`config.mk`:
```
export PLATFORM = sky130hd
export DESIGN_NAME = lpfa_top
export DESIGN_NICKNAME = d
export VERILOG_FILES = /design/src/rtl/lpfa_pkg.sv /design/src/rtl/lpfa_top.sv /design/src/rtl/lpfa_pointer.sv /design/src/rtl/lpfa_flash_port.sv
export VERILOG_INCLUDE_DIRS = /design/src /design/src/rtl
export SDC_FILE = /design/constraint.sdc
export NUM_CORES = 1
export LEC_CHECK = 0
export ABC_AREA = 1
export BUFFER_PORTS_ARGS = -buffer_cell sky130_fd_sc_hd__buf_2
export CORE_MARGIN = 2
export CORE_UTILIZATION = 58
export DETAILED_ROUTE_END_ITERATION = 10
export PLACE_DENSITY = 0.86
export SLEW_MARGIN = 20
export SYNTH_ARGS = -nofsm -noshare
export SYNTH_HDL_FRONTEND = slang
export SYNTH_SLANG_ARGS = --single-unit
export TNS_END_PERCENT = 5
```
`constraint.sdc`:
```
create_clock -name i_clock -period 5.1 [get_ports i_clock]
set_input_delay 0.255 -clock i_clock [delete_from_list [all_inputs] [get_ports i_clock]]
set_output_delay 0.255 -clock i_clock [all_outputs]
set_load 0.01 [all_outputs]
```
`src/rtl/lpfa_defs.svh`:
```
`ifndef LPFA_DEFS_SVH
`define LPFA_DEFS_SVH

// ==========================================================================
// Register byte addresses on the AHB-Lite slave (each one aligned word).
`define LPFA_OFS_PTR_LOW 12'h000
`define LPFA_OFS_PTR_MID 12'h004
`define LPFA_OFS_PTR_HIGH 12'h008
`define LPFA_OFS_WORD_PORT 12'h00c
`define LPFA_OFS_BYTE_INC 12'h010
`define LPFA_OFS_BYTE_PLAIN 12'h014
`define LPFA_OFS_ADD 12'h018
`define LPFA_OFS_STATUS 12'h01c

// ==========================================================================
// Field layout and reset values.
`define LPFA_PTR_WIDTH 17
`define LPFA_PTR_RESET 17'h00000
`define LPFA_STATUS_BUSY_BIT 0

// ==========================================================================
// Timing: flash answer timeout, in ns, and derived cycles at 20 ns.
`define LPFA_CLK_PERIOD_NS 20
`define LPFA_MEM_TIMEOUT_NS 2000
`define LPFA_MEM_TIMEOUT_CYC (`LPFA_MEM_TIMEOUT_NS / `LPFA_CLK_PERIOD_NS)

`endif

```
`src/rtl/lpfa_pkg.sv`:
```
package lpfa_pkg;

   // =======================================================================
   // Types shared by the slave, the pointer and the flash port.
   typedef struct packed {
      logic [1:0] htrans;
      logic [31:0] haddr;
      logic hwrite;
      logic [2:0] hsize;
      logic hsel;
      logic hready;
   } lpfa_ahb_req_t;

   typedef struct packed {
      logic req;
      logic write;
      logic [16:0] addr;
      logic [7:0] wdata;
   } lpfa_mem_req_t;

   typedef struct packed {
      logic ack;
      logic [7:0] rdata;
   } lpfa_mem_rsp_t;

   typedef enum logic [1:0] {
      LPFA_PTR_HOLD,
      LPFA_PTR_INC,
      LPFA_PTR_ADD,
      LPFA_PTR_LOAD
   } lpfa_ptr_op_t;

   typedef enum {
      LPFA_IDLE,
      LPFA_MEM_WAIT,
      LPFA_DONE
   } lpfa_state_t;

endpackage

```
`src/rtl/lpfa_top.sv`:
```
// Contract
// - Hold 17-bit linear pointer across three bytes.
// - Post-increment port uses pointer, then increments.
// - Post-increment read returns byte before advancing.
// - Post-increment write delivers byte before advancing.
// - Byte and word post-increment ports behave identically.
// - Word port sits just before byte post-increment port.
// - Plain byte port addresses flash through pointer.
// - Plain port read returns byte, no increment.
// - Plain port write delivers byte, pointer unchanged.
// - Add port adds two's complement byte to pointer.
// - Add operand is sign-extended: 7f,80,ff.
`timescale 1ns/1ns
`include "lpfa_defs.svh"

module lpfa_top #(
   parameter int MEM_TIMEOUT_CYC = `LPFA_MEM_TIMEOUT_CYC
) (
   input wire logic i_clock,
   input wire logic i_resetn,
   input wire lpfa_pkg::lpfa_ahb_req_t i_ahb,
   input wire logic [31:0] i_hwdata,
   output logic [31:0] o_hrdata,
   output logic o_hreadyout,
   output logic o_hresp,
   input wire lpfa_pkg::lpfa_mem_rsp_t i_mem_rsp,
   output lpfa_pkg::lpfa_mem_req_t o_mem_req,
   output logic o_mem_timeout
);
   import lpfa_pkg::*;

   // ========================================================================
   // Declarations.
   lpfa_state_t state_reg;
   logic [11:0] addr_reg;
   logic write_reg;
   logic pending_reg;
   logic [31:0] hrdata_reg;
   logic [15:0] cnt_reg;
   logic timeout_reg;
   logic [16:0] pointer;
   lpfa_ptr_op_t ptr_op;
   logic [7:0] ptr_operand;
   logic [1:0] ptr_sel;
   logic mem_start;
   logic mem_done;
   logic [7:0] mem_rdata;
   logic addr_phase;
   logic is_flash_port;
   logic is_inc_port;

   if (MEM_TIMEOUT_CYC < 1 || MEM_TIMEOUT_CYC > 65535) begin : g_bad_timeout
      $error("lpfa_top: MEM_TIMEOUT_CYC out of range");
   end

   // Classifies a register offset as one of the pointed flash ports.
   function automatic logic flash_port(input logic [11:0] a);
      flash_port = (a == `LPFA_OFS_WORD_PORT) || (a == `LPFA_OFS_BYTE_INC) || (a == `LPFA_OFS_BYTE_PLAIN);
   endfunction

   // Word port and byte post-increment port decode to one function.
   function automatic logic inc_port(input logic [11:0] a);
      inc_port = (a == `LPFA_OFS_WORD_PORT) || (a == `LPFA_OFS_BYTE_INC);
   endfunction

   // ========================================================================
   // Address phase capture; only accepted while the slave is ready.
   assign addr_phase = i_ahb.hsel && i_ahb.hready && i_ahb.htrans[1] && o_hreadyout;

   always_ff @(posedge i_clock) begin
      if (!i_resetn) begin
         pending_reg <= 1'b0;
         addr_reg <= 12'h000;
         write_reg <= 1'b0;
      end else if (addr_phase) begin
         pending_reg <= 1'b1;
         addr_reg <= i_ahb.haddr[11:0];
         write_reg <= i_ahb.hwrite;
      end else if (state_reg == LPFA_DONE || (state_reg == LPFA_IDLE && !is_flash_port)) begin
         // An array access keeps its transfer pending until DONE, so the data
         // phase stays stretched while the array is still working.
         pending_reg <= 1'b0;
      end
   end

   assign is_flash_port = flash_port(addr_reg);
   assign is_inc_port = inc_port(addr_reg);

   // ========================================================================
   // Sequencer: a flash access stretches the data phase until the array
   // answers or the timeout fires, so the pointer moves only after data was returned or delivered, or the access timed out.
   always_ff @(posedge i_clock) begin
      if (!i_resetn) begin
         state_reg <= LPFA_IDLE;
      end else begin
         case (state_reg)
            LPFA_IDLE: begin
               if (pending_reg && is_flash_port) begin
                  state_reg <= LPFA_MEM_WAIT;
               end
            end
            LPFA_MEM_WAIT: begin
               if (mem_done || timeout_reg) begin
                  state_reg <= LPFA_DONE;
               end
            end
            LPFA_DONE: state_reg <= LPFA_IDLE;
            default: state_reg <= LPFA_IDLE;
         endcase
      end
   end

   assign mem_start = (state_reg == LPFA_IDLE) && pending_reg && is_flash_port;

   // Guard against an array that never answers; the bus would hang forever.
   // The limit trades a lost access for a live bus; the sticky flag records it.
   always_ff @(posedge i_clock) begin
      if (!i_resetn) begin
         cnt_reg <= 16'h0000;
         timeout_reg <= 1'b0;
      end else if (state_reg == LPFA_MEM_WAIT) begin
         cnt_reg <= cnt_reg + 16'h0001;
         timeout_reg <= (cnt_reg >= 16'(MEM_TIMEOUT_CYC - 1));
      end else begin
         cnt_reg <= 16'h0000;
         timeout_reg <= 1'b0;
      end
   end

   // Sticky timeout flag, visible in status; cleared only by reset.
   always_ff @(posedge i_clock) begin
      if (!i_resetn) begin
         o_mem_timeout <= 1'b0;
      end else if (timeout_reg && state_reg == LPFA_MEM_WAIT) begin
         o_mem_timeout <= 1'b1;
      end
   end

   // ========================================================================
   // Pointer operation select.
   // Register writes act in their single wait state, so each one acts once.
   always_comb begin
      ptr_op = LPFA_PTR_HOLD;
      ptr_operand = i_hwdata[7:0];
      ptr_sel = 2'h0;
      if (state_reg == LPFA_DONE && is_inc_port) begin
         ptr_op = LPFA_PTR_INC;
      end else if (state_reg == LPFA_IDLE && pending_reg && write_reg) begin
         case (addr_reg)
            `LPFA_OFS_ADD: ptr_op = LPFA_PTR_ADD;
            `LPFA_OFS_PTR_LOW: begin
               ptr_op = LPFA_PTR_LOAD;
               ptr_sel = 2'h0;
            end
            `LPFA_OFS_PTR_MID: begin
               ptr_op = LPFA_PTR_LOAD;
               ptr_sel = 2'h1;
            end
            `LPFA_OFS_PTR_HIGH: begin
               ptr_op = LPFA_PTR_LOAD;
               ptr_sel = 2'h2;
            end
            default: ptr_op = LPFA_PTR_HOLD;
         endcase
      end
   end

   lpfa_pointer #(
      .PTR_WIDTH(`LPFA_PTR_WIDTH)
   ) u_pointer (
      .i_clock(i_clock),
      .i_resetn(i_resetn),
      .i_op(ptr_op),
      .i_operand(ptr_operand),
      .i_byte_sel(ptr_sel),
      .o_pointer(pointer)
   );

   // The pointer value at start is the flash address for every port.
   lpfa_flash_port u_flash (
      .i_clock(i_clock),
      .i_resetn(i_resetn),
      .i_start(mem_start),
      .i_write(write_reg),
      .i_addr(pointer),
      .i_wdata(i_hwdata[7:0]),
      .i_mem_rsp(i_mem_rsp),
      .o_mem_req(o_mem_req),
      .o_done(mem_done),
      .o_rdata(mem_rdata)
   );

   // ========================================================================
   // Read data register; loaded for the cycle in which hreadyout rises.
   always_ff @(posedge i_clock) begin
      if (!i_resetn) begin
         hrdata_reg <= 32'h0000_0000;
      end else if (state_reg == LPFA_MEM_WAIT && mem_done) begin
         hrdata_reg <= {24'h000000, mem_rdata};
      end else if (state_reg == LPFA_MEM_WAIT && timeout_reg) begin
         hrdata_reg <= 32'h0000_0000;
      end else if (state_reg == LPFA_IDLE && pending_reg && !write_reg) begin
         case (addr_reg)
            `LPFA_OFS_PTR_LOW: hrdata_reg <= {24'h000000, pointer[7:0]};
            `LPFA_OFS_PTR_MID: hrdata_reg <= {24'h000000, pointer[15:8]};
            `LPFA_OFS_PTR_HIGH: hrdata_reg <= {31'h0, pointer[16]};
            `LPFA_OFS_STATUS: hrdata_reg <= {30'h0, o_mem_timeout, 1'b0};
            default: hrdata_reg <= 32'h0000_0000;
         endcase
      end
   end

   // Register accesses finish after one wait state, because their pending flag
   // clears at the first idle edge; array accesses hold the data phase until
   // DONE, so read data is in place before the pointer moves.
   assign o_hreadyout = !pending_reg || (state_reg == LPFA_DONE);
   assign o_hrdata = hrdata_reg;
   assign o_hresp = 1'b0;

   // ========================================================================
   // Checks. Properties watch only what this block drives: the bus master
   // and the array are the far side. Each label names what it guards.
   // Post-increment ports move the pointer by exactly one, after the access.
   ptr_inc_after_a: assert property (@(posedge i_clock) disable iff (!i_resetn)
      (state_reg == LPFA_DONE && is_inc_port) |=> (pointer == $past(pointer) + 17'h00001))
      else $error("pointer did not advance after post-increment access");
   // The plain port leaves the pointer where it was.
   plain_hold_a: assert property (@(posedge i_clock) disable iff (!i_resetn)
      (state_reg == LPFA_DONE && !is_inc_port) |=> (pointer == $past(pointer)))
      else $error("plain port moved the pointer");
   // The array is addressed with the pointer as it stood at the start.
   mem_addr_a: assert property (@(posedge i_clock) disable iff (!i_resetn)
      mem_start |=> (o_mem_req.req && o_mem_req.addr == $past(pointer)))
      else $error("flash request not at pointer");
   // The pointer must not move while the array is still working.
   inc_order_a: assert property (@(posedge i_clock) disable iff (!i_resetn)
      (state_reg == LPFA_MEM_WAIT) |-> (pointer == $past(pointer)))
      else $error("pointer moved before the flash answered");
   // Signed add: bit 7 of the operand fills all upper pointer bits.
   add_signed_a: assert property (@(posedge i_clock) disable iff (!i_resetn)
      (ptr_op == LPFA_PTR_ADD) |=> (pointer == $past(pointer) + {{9{$past(ptr_operand[7])}}, $past(ptr_operand)}))
      else $error("signed add wrong");
   // A write hands the data-phase byte to the array unchanged.
   write_data_a: assert property (@(posedge i_clock) disable iff (!i_resetn)
      (mem_start && write_reg) |=> (o_mem_req.write && o_mem_req.wdata == $past(i_hwdata[7:0])))
      else $error("write byte not delivered");
   // The word port advances the pointer just like the byte post-increment port.
   word_same_a: assert property (@(posedge i_clock) disable iff (!i_resetn)
      (state_reg == LPFA_DONE && addr_reg == `LPFA_OFS_WORD_PORT) |=> (pointer == $past(pointer) + 17'h00001))
      else $error("word port not post-incrementing");
   // Read data reaches the bus in the cycle that ends the data phase.
   read_return_a: assert property (@(posedge i_clock) disable iff (!i_resetn)
      (state_reg == LPFA_MEM_WAIT && mem_done) |=> (hrdata_reg[7:0] == $past(mem_rdata) && o_hreadyout))
      else $error("read byte not returned");
   // Every array access ends, by answer or by timeout, in bounded time.
   ready_bound_a: assert property (@(posedge i_clock) disable iff (!i_resetn)
      (mem_start) |-> ##[1:300] o_hreadyout)
      else $error("flash access did not finish");
   // Register accesses take exactly one wait state.
   reg_one_wait_a: assert property (@(posedge i_clock) disable iff (!i_resetn)
      (pending_reg && state_reg == LPFA_IDLE && !is_flash_port) |-> (!o_hreadyout ##1 o_hreadyout))
      else $error("register access wait state wrong");
   // The data phase stays stretched for the whole array access.
   wait_low_a: assert property (@(posedge i_clock) disable iff (!i_resetn)
      (state_reg == LPFA_MEM_WAIT) |-> !o_hreadyout)
      else $error("data phase ended before the array answered");
   // An increment past the top of the map wraps to zero.
   wrap_inc_a: assert property (@(posedge i_clock) disable iff (!i_resetn)
      (state_reg == LPFA_DONE && is_inc_port && pointer == 17'h1ffff) |=> (pointer == 17'h00000))
      else $error("pointer did not wrap");
   // A low byte load places the written byte in the pointer.
   load_byte_a: assert property (@(posedge i_clock) disable iff (!i_resetn)
      (ptr_op == LPFA_PTR_LOAD && ptr_sel == 2'h0) |=> (pointer[7:0] == $past(ptr_operand)))
      else $error("pointer low byte not loaded");
   // A request stands unchanged until the array acknowledges it.
   hold_req_a: assert property (@(posedge i_clock) disable iff (!i_resetn)
      (o_mem_req.req && !i_mem_rsp.ack && !mem_start) |=> (o_mem_req.req && $stable(o_mem_req.addr)))
      else $error("flash request dropped early");
   // A timed-out access returns zero rather than stale data.
   timeout_zero_a: assert property (@(posedge i_clock) disable iff (!i_resetn)
      (state_reg == LPFA_MEM_WAIT && timeout_reg && !mem_done) |=> (o_hrdata == 32'h0000_0000))
      else $error("timed-out read returned stale data");
   // The timeout flag stays set once raised.
   timeout_sticky_a: assert property (@(posedge i_clock) disable iff (!i_resetn)
      o_mem_timeout |=> o_mem_timeout)
      else $error("timeout flag cleared");
   // A register read never moves the pointer.
   reg_read_hold_a: assert property (@(posedge i_clock) disable iff (!i_resetn)
      (pending_reg && state_reg == LPFA_IDLE && !write_reg && !is_flash_port) |=> (pointer == $past(pointer)))
      else $error("register read moved the pointer");

   // ========================================================================
   // Cover points for the main scenarios.
   cov_inc_c: cover property (@(posedge i_clock) state_reg == LPFA_DONE && is_inc_port);
   cov_plain_c: cover property (@(posedge i_clock) state_reg == LPFA_DONE && !is_inc_port);
   cov_add_c: cover property (@(posedge i_clock) ptr_op == LPFA_PTR_ADD && ptr_operand[7]);
   cov_timeout_c: cover property (@(posedge i_clock) state_reg == LPFA_MEM_WAIT && timeout_reg);
   cov_word_c: cover property (@(posedge i_clock) state_reg == LPFA_DONE && addr_reg == `LPFA_OFS_WORD_PORT);

endmodule // lpfa_top

```
`src/rtl/lpfa_pointer.sv`:
```
`timescale 1ns/1ns
`include "lpfa_defs.svh"

// Linear pointer register with increment, signed add and byte loads.
module lpfa_pointer #(
   parameter int PTR_WIDTH = `LPFA_PTR_WIDTH
) (
   input wire logic i_clock,
   input wire logic i_resetn,
   input wire lpfa_pkg::lpfa_ptr_op_t i_op,
   input wire logic [7:0] i_operand,
   input wire logic [1:0] i_byte_sel,
   output logic [PTR_WIDTH-1:0] o_pointer
);
   import lpfa_pkg::*;

   logic [PTR_WIDTH-1:0] pointer_reg;

   // ========================================================================
   // Elaboration check.
   if (PTR_WIDTH < 17 || PTR_WIDTH > 24) begin : g_bad_width
      $error("lpfa_pointer: PTR_WIDTH out of range");
   end

   // Sign extension keeps a negative add moving the pointer downward.
   function automatic logic [PTR_WIDTH-1:0] sext8(input logic [7:0] v);
      sext8 = {{(PTR_WIDTH-8){v[7]}}, v};
   endfunction

   // ========================================================================
   // Pointer update; all arithmetic wraps silently at the pointer width.
   always_ff @(posedge i_clock) begin
      if (!i_resetn) begin
         pointer_reg <= PTR_WIDTH'(`LPFA_PTR_RESET);
      end else begin
         case (i_op)
            LPFA_PTR_INC: pointer_reg <= pointer_reg + PTR_WIDTH'(1);
            LPFA_PTR_ADD: pointer_reg <= pointer_reg + sext8(i_operand);
            LPFA_PTR_LOAD: begin
               case (i_byte_sel)
                  2'h0: pointer_reg[7:0] <= i_operand;
                  2'h1: pointer_reg[15:8] <= i_operand;
                  default: pointer_reg[PTR_WIDTH-1:16] <= i_operand[PTR_WIDTH-17:0];
               endcase
            end
            default: pointer_reg <= pointer_reg;
         endcase
      end
   end

   assign o_pointer = pointer_reg;

endmodule // lpfa_pointer

```
`src/rtl/lpfa_flash_port.sv`:
```
`timescale 1ns/1ns
`include "lpfa_defs.svh"

// Single outstanding request toward the flash array, held until acknowledged.
module lpfa_flash_port (
   input wire logic i_clock,
   input wire logic i_resetn,
   input wire logic i_start,
   input wire logic i_write,
   input wire logic [16:0] i_addr,
   input wire logic [7:0] i_wdata,
   input wire lpfa_pkg::lpfa_mem_rsp_t i_mem_rsp,
   output lpfa_pkg::lpfa_mem_req_t o_mem_req,
   output logic o_done,
   output logic [7:0] o_rdata
);
   import lpfa_pkg::*;

   lpfa_mem_req_t req_reg;
   logic done_reg;
   logic [7:0] rdata_reg;

   // ========================================================================
   // Request stands from start until the array acknowledges it.
   always_ff @(posedge i_clock) begin
      if (!i_resetn) begin
         req_reg <= '0;
      end else if (i_start) begin
         req_reg <= '{req: 1'b1, write: i_write, addr: i_addr, wdata: i_wdata};
      end else if (i_mem_rsp.ack) begin
         req_reg.req <= 1'b0;
      end
   end

   // Read data is captured on the acknowledge so it cannot change afterwards.
   always_ff @(posedge i_clock) begin
      if (!i_resetn) begin
         done_reg <= 1'b0;
         rdata_reg <= 8'h00;
      end else begin
         done_reg <= req_reg.req && i_mem_rsp.ack;
         if (req_reg.req && i_mem_rsp.ack && !req_reg.write) begin
            rdata_reg <= i_mem_rsp.rdata;
         end
      end
   end

   assign o_mem_req = req_reg;
   assign o_done = done_reg;
   assign o_rdata = rdata_reg;

endmodule // lpfa_flash_port

```
# After elaboration in Yosys (flattened, before gate mapping)
# Index checks and enable logic that the tools add are counted.
# classes
addsub	3
eq_ne	19
muxes	21
reduce_logical	38
magnitude_cmp	1
# op_table
cell	count
logical NOT 32 bit	2
two-way mux 32 bit	2
case mux 32 bit (2 select lines)	1
case mux 17 bit (3 select lines)	1
equality test 12 x 5 -> 1 bit, second input constant	4
two-way mux 8 bit	5
equality test 32 x 1 -> 1 bit, second input constant	1
equality test 32 x 2 -> 1 bit, second input constant	1
equality test 32 x 3 -> 1 bit, second input constant	1
case mux 8 bit (4 select lines)	1
equality test 12 x 4 -> 1 bit, second input constant	2
adder 17 x 1 -> 17 bit, second input constant	1
adder 17 bit	1
adder 16 x 1 -> 16 bit, second input constant	1
greater-or-equal comparator 16 x 7 -> 1 bit, second input constant	1
logical AND 1 bit	14
equality test 12 x 3 -> 1 bit, second input constant	1
logical NOT 12 bit	1
AND reduction 2 bit	5
two-way mux 2 bit	4
case mux 2 bit (2 select lines)	2
!= test 2 bit, second input constant	3
nonzero test 3 bit	2
logical OR 1 bit	5
9 further kinds	20
# word_totals
ff_bits	125
elab_cells	99

# Logic depth before layout (Yosys ltp)
# depth
depth_word	9
mapped_depth	22
ltp_nobuf	21

# Cells and area by module
# A second synthesis with hierarchy kept.
# hier_totals
cells_unflattened	800
area_unflattened_um2	5333.9
# modules_own_cells
mod	cells_per_inst	area_each_um2	instances
lpfa_top	331	2296.0	1
lpfa_pointer	299	1734.2	1
lpfa_flash_port	170	1303.8	1

# Least setup slack after synthesis
# OpenSTA, ideal clock, no wires.
# synth_path
path_kind	reg-to-reg
startpoint	reg addr_reg[0]
endpoint	reg u_pointer.pointer_reg[12], in the netlist u_pointer.o_pointer[12]
t_arrival_ps	2735
required_ps	5030
period_less_slack_ps	2804
path_stages_with_launch	21
setup_ps	70
path_buffers	1
setup_slack_ps	2296
cell_sequence	dfxtp_1 -> nor2_2 -> nand2_1 -> nor2_1 -> o21ai_1 -> o22ai_1 -> inv_1 -> ha_1 -> clkbuf_1 -> nand2_1 -> inv_1 -> ha_1 -> nand2_1 -> inv_1 -> a21oi_1 -> nand2_1 -> nand2_1 -> nand2_1 -> nand2_1 -> nand3_1 -> a21oi_1
# synth_via
elab_chain_len	8
word_cells_on_any_way	23
# synth_rtl
item	line	source
from (decl)	lpfa_top.sv:35	logic [11:0] addr_reg;
from (signal assigned)	lpfa_top.sv:77	addr_reg <= i_ahb.haddr[11:0];
equality test 12 x 4 -> 1 bit, or another cell as far along	lpfa_top.sv:149	case (addr_reg)
OR reduction 3 bit (no line)	n/a	
case mux 2 bit (2 select lines)	lpfa_top.sv:149	
two-way mux 2 bit	lpfa_top.sv:148	end else if (state_reg == LPFA_IDLE && pending_reg && write_reg) begin
two-way mux 2 bit	lpfa_top.sv:146	if (state_reg == LPFA_DONE && is_inc_port) begin
equality test 2 bit / equality test 2 x 1 -> 1 bit (equally long branches)	lpfa_pointer.sv:36	case (i_op)
!= test 2 x 1 -> 1 bit (no line) / nonzero test 3 bit (equally long branches)	n/a	
AND reduction 2 bit (no line)	n/a	
to (signal assigned)	lpfa_pointer.sv:34	pointer_reg <= PTR_WIDTH'(`LPFA_PTR_RESET);
to (signal assigned)	lpfa_pointer.sv:37	LPFA_PTR_INC: pointer_reg <= pointer_reg + PTR_WIDTH'(1);
to (signal assigned)	lpfa_pointer.sv:38	LPFA_PTR_ADD: pointer_reg <= pointer_reg + sext8(i_operand);
to (decl)	lpfa_pointer.sv:17	logic [PTR_WIDTH-1:0] pointer_reg;
# Several ways; a longest one is shown, not always the timed one.
# A chain may end at the register's enable or synchronous reset.

# Final worst setup path
# layout_path
startpoint	reg addr_reg[0]
endpoint	reg u_pointer.pointer_reg[16], in the netlist u_pointer.o_pointer[16]
# layout_via
elab_chain_len	8
word_cells_on_any_way	25
# layout_rtl
item	line
equality test 12 x 4 -> 1 bit, or another cell as far along	lpfa_top.sv:149
OR reduction 3 bit (no line), or another cell as far along	n/a
case mux 2 bit (2 select lines), or another cell as far along	lpfa_top.sv:149
two-way mux 2 bit (on tied branches)	lpfa_top.sv:148, lpfa_top.sv:146
two-way mux 2 bit, or another cell as far along	lpfa_top.sv:146
equality test 2 bit, or another cell as far along	lpfa_pointer.sv:36
!= test 2 bit (no line) / nonzero test 3 bit (equally long branches)	n/a
AND reduction 2 bit (no line)	n/a
# Several ways; a longest one is shown, not always the timed one.

==> results_dict.tcl <==
set metrics [dict create \
    synth_cells 845 \
    core-area_mm2 0.00924 \
    detail_route.drc_violations 0 \
    die_y_um 101 \
    post-route-period-util_pct 67.2 \
    mostFrequentLayoutCell "sky130_fd_sc_hd__nand2_1" \
    final_nets 1011 \
    post_synth_top_area_cell "sky130_fd_sc_hd__dfxtp_1" \
    clock_sinks 95 \
    synth_cell_type_count 39 \
    timing.clock.skew_ns 0.00997 \
    worst_ep_arrival_time_ns 3.73 \
    power.density_cell_area_mw_per_mm2 217 \
    total_switching_power_uw 345 \
    cts_resized 0 \
    cts.root.buffer_cell "sky130_fd_sc_hd__clkbuf_8" \
    avgViaCountPerCell 5.15 \
    final_antenna_net_count 0 \
    power.ir.vdd_worst_uv 181 \
    achievable-frequency_ghz 0.292 \
    route.met2.wl_mm 5.97 \
    cts-htree-levels 3 \
    cts.reportedPaths.clkPinSlew_ns 0.09 \
    hold_slack_ns 0.119 \
    number_of_enable_flip_flop_cells_after_synthesis 0 \
    numCtsBuffers 9 \
    result_of_the_run "finished clean" \
    fraction_of_layout_instances_using_a_drive_strength_above_1_pct 14.5 \
    ys_ff_latch 95 \
    layout-area-overhead-vs-synth_pct 8.86 \
    synthMuxAreaShare_pct 0 \
    synth_flop_cell "sky130_fd_sc_hd__dfxtp_1" \
    wire_length_of_the_first_global_routing_pass_mm 21.5 \
    synth.yosys.seq_area_share_pct 34.5 \
    routed-wl-met3_um 960 \
    routed-via-count 5353 \
    cts_hold_buf 0 \
    io_buffers 71 \
    worst_setup_path_startpoint "addr_reg[0]$_SDFFE_PN0P_" \
    maximum_number_of_pins_on_one_net_before_global_route_repair 76 \
    detailed_router_s_first_iteration_violation_count 362 \
    crit_fanout 9 \
    hold_viol_final 0 \
    firstDrtPassIters 5 \
    finalWeightedCongestion 0.957 \
    n_antenna_cell 0 \
    synth_simple_gate_area_share_pct 35.8 \
    post_cts.repair.setup_buffers 0 \
    clock_power_share_pct 33.2 \
    main_combinational_cell_family_by_area_after_synthesis "simple AND/OR/NAND/NOR gates" \
    whs_path_depth 3 \
    synth.top_cell.area_share_pct 34.5 \
    final.min_clock_period_ns 3.43 \
    hold_path_startpoint "i_mem_rsp[3]" \
    die_width_um 101 \
    detailedPlacementHpwl_mm 10.1 \
    total_leakage_power_uw 0.00312 \
    max-clock-path-buffers 2 \
    grt_overflow 0 \
    synth_area_per_cell_um2 6.52 \
    critical_path.startpoint_type "register" \
    synthesis.yosys.warnings 0 \
    synth-adder-area-share_pct 4.68 \
    wire_length_on_met1_mm 6.07 \
    synthTopCellsByArea "sky130_fd_sc_hd__dfxtp_1 35%, sky130_fd_sc_hd__nand2_1 14%, sky130_fd_sc_hd__nor2_1 8.7%, sky130_fd_sc_hd__inv_1 7.3%, sky130_fd_sc_hd__nand3_1 5.0%" \
    maxCapViolations 0 \
    cts_tree "built" \
    rsz0062_at_grt "false" \
    p_int_uw 957 \
    timing.hold.worst.class "primary input to register" \
    floorplan.die_area_mm2 0.0103 \
    maxSlewViolCount 0 \
    setup_violations 0 \
    power.sequential.fraction_pct 58.2 \
    top_level_ports 145 \
    detail_route.wl_per_cell_um 12.8 \
    rr_startpoint "addr_reg[0]$_SDFFE_PN0P_" \
    grtUsageTotal_pct 26.2 \
    num_rows 35 \
    grt_pass1_vias 4750 \
    final_cell_mix "204 x sky130_fd_sc_hd__nand2_1, 128 x sky130_fd_sc_hd__nor2_1, 107 x sky130_fd_sc_hd__inv_1" \
    highest_layer "met4" \
    synth-compound-area-share_pct 11.8 \
    postSynth.asyncResetShare_pct 0 \
    slew_headroom_pct 45.4 \
    floorplan.initialDensity_pct 59.6 \
    initial_antenna_violation_count 0 \
    timing.critical_path.required_ns 5.41 \
    crit_path_end_kind "register" \
    wirelength_mm 13.3 \
    rr_worst_depth 18 \
    mappedNetlistArea_mm2 0.00551 \
    p_sw_share_pct 26.5 \
    insertion_delay_ns 0.36 \
    setup_total_negative_slack_ns 0 \
    worstSetupPathType "register to register" \
    synthXorXnorAreaFrac_pct 0.318 \
    largest_register_ffs 27 \
    comb_power_share_pct 8.6 \
    worst-slew-pin-transition_ns 0.818 \
]
worst max-delay path, cell delays in order, from the launching register on:
cell and delay [ns]:
sky130_fd_sc_hd__dfxtp_1 0.33, sky130_fd_sc_hd__nor2_2 0.16, sky130_fd_sc_hd__nand2_1 0.13, sky130_fd_sc_hd__nor2_1 0.25, sky130_fd_sc_hd__o21ai_1 0.16, sky130_fd_sc_hd__a21oi_1 0.22, sky130_fd_sc_hd__ha_1 0.40, sky130_fd_sc_hd__nand2_1 0.15
sky130_fd_sc_hd__inv_1 0.28, sky130_fd_sc_hd__ha_1 0.34, sky130_fd_sc_hd__nand2_1 0.14, sky130_fd_sc_hd__inv_1 0.05, sky130_fd_sc_hd__a21oi_1 0.18, sky130_fd_sc_hd__nand2_1 0.13, sky130_fd_sc_hd__nand2_1 0.10, sky130_fd_sc_hd__nand2_1 0.05
sky130_fd_sc_hd__nand2_1 0.06, sky130_fd_sc_hd__nand3_1 0.09, sky130_fd_sc_hd__a21oi_1 0.15
metrics by stage:
step           total power [uW]  cell area (um^2)  util, %  worst slack [ns]  cells
3_3_place_gp                883              5840     63.2              1.84   1026
3_5_place_dp                885              5840     63.2              1.78   1026
5_1_grt                    1350              6000     64.9              1.32   1040
6_report                   1300              6000     64.9              1.67   1040
4_1_cts                    1310              6000     64.9              1.75   1040
2_1_floorplan               863              5600        -              2.30    869
cell usage after synthesis, drive strengths merged (2+ instances only):
cell type / number
nand2: 211
nor2: 147
inv: 110
dfxtp: 95
nand3: 60
o21ai: 60
a21oi: 54
buf: 35
ha: 19
clkbuf: 9
or2: 8
nand3b: 7
nand4: 6
nor3: 6
a31oi: 3
and2: 2
and3: 2
o21a: 2
xor2: 2
routing by layer:
layer / GRT usage [%] / vias up
met5: 0 / -
met4: 9.56 / 0
met3: 4.90 / 30
met2: 42.5 / 196
met1: 34.9 / 2389
li1: - / 2738
cell families (layout without fill, tap and decap cells):
family / Yosys count / count (layout)
and+or+nand+nor: 449 / 449
buffers and inverters: 155 / 197
AOI/OAI and AO/OA: 123 / 123
DFF: 95 / 95
adders and majority gates: 20 / 20
xor gates and xnor gates: 2 / 2
other: 1 / 25
path summary, 6_finish.rpt:
| path | slack, ns | end |
|---|---|---|
| hold / removal | 0.12 | u_flash.o_rdata[3]$_SDFFE_PN0P_ |
| setup / recovery | 1.67 | u_pointer.o_pointer[16]$_SDFFE_PN0P_ |
| setup reg to reg | 1.67 | u_pointer.o_pointer[16]$_SDFFE_PN0P_ |
| hold reg to reg | 0.46 | cnt_reg[0]$_SDFF_PN0_ |
cell type report:
cell class	count	area (um^2)
Timing Repair Buffer	72	363
Tap cell	129	161
Clock buffer	9	124
Fill cell	874	3240
Multi-Input combinational cell	619	2990
Inverter	111	417
Clock inverter	5	36.3
Sequential cell	95	1900
power groups by stage:
| stage | Sequential (uW) | Clock, uW | Combinational, uW |
|---|---|---|---|
| CTS | 758 | 438 | 111 |
| floorplan | 775 | 0 | 88.1 |
| detailed placement | 775 | 0 | 110 |
| global placement | 775 | 0 | 108 |
| global route | 759 | 466 | 125 |
| finish | 758 | 432 | 112 |
Note: power is estimated with default switching activity, not from simulation.
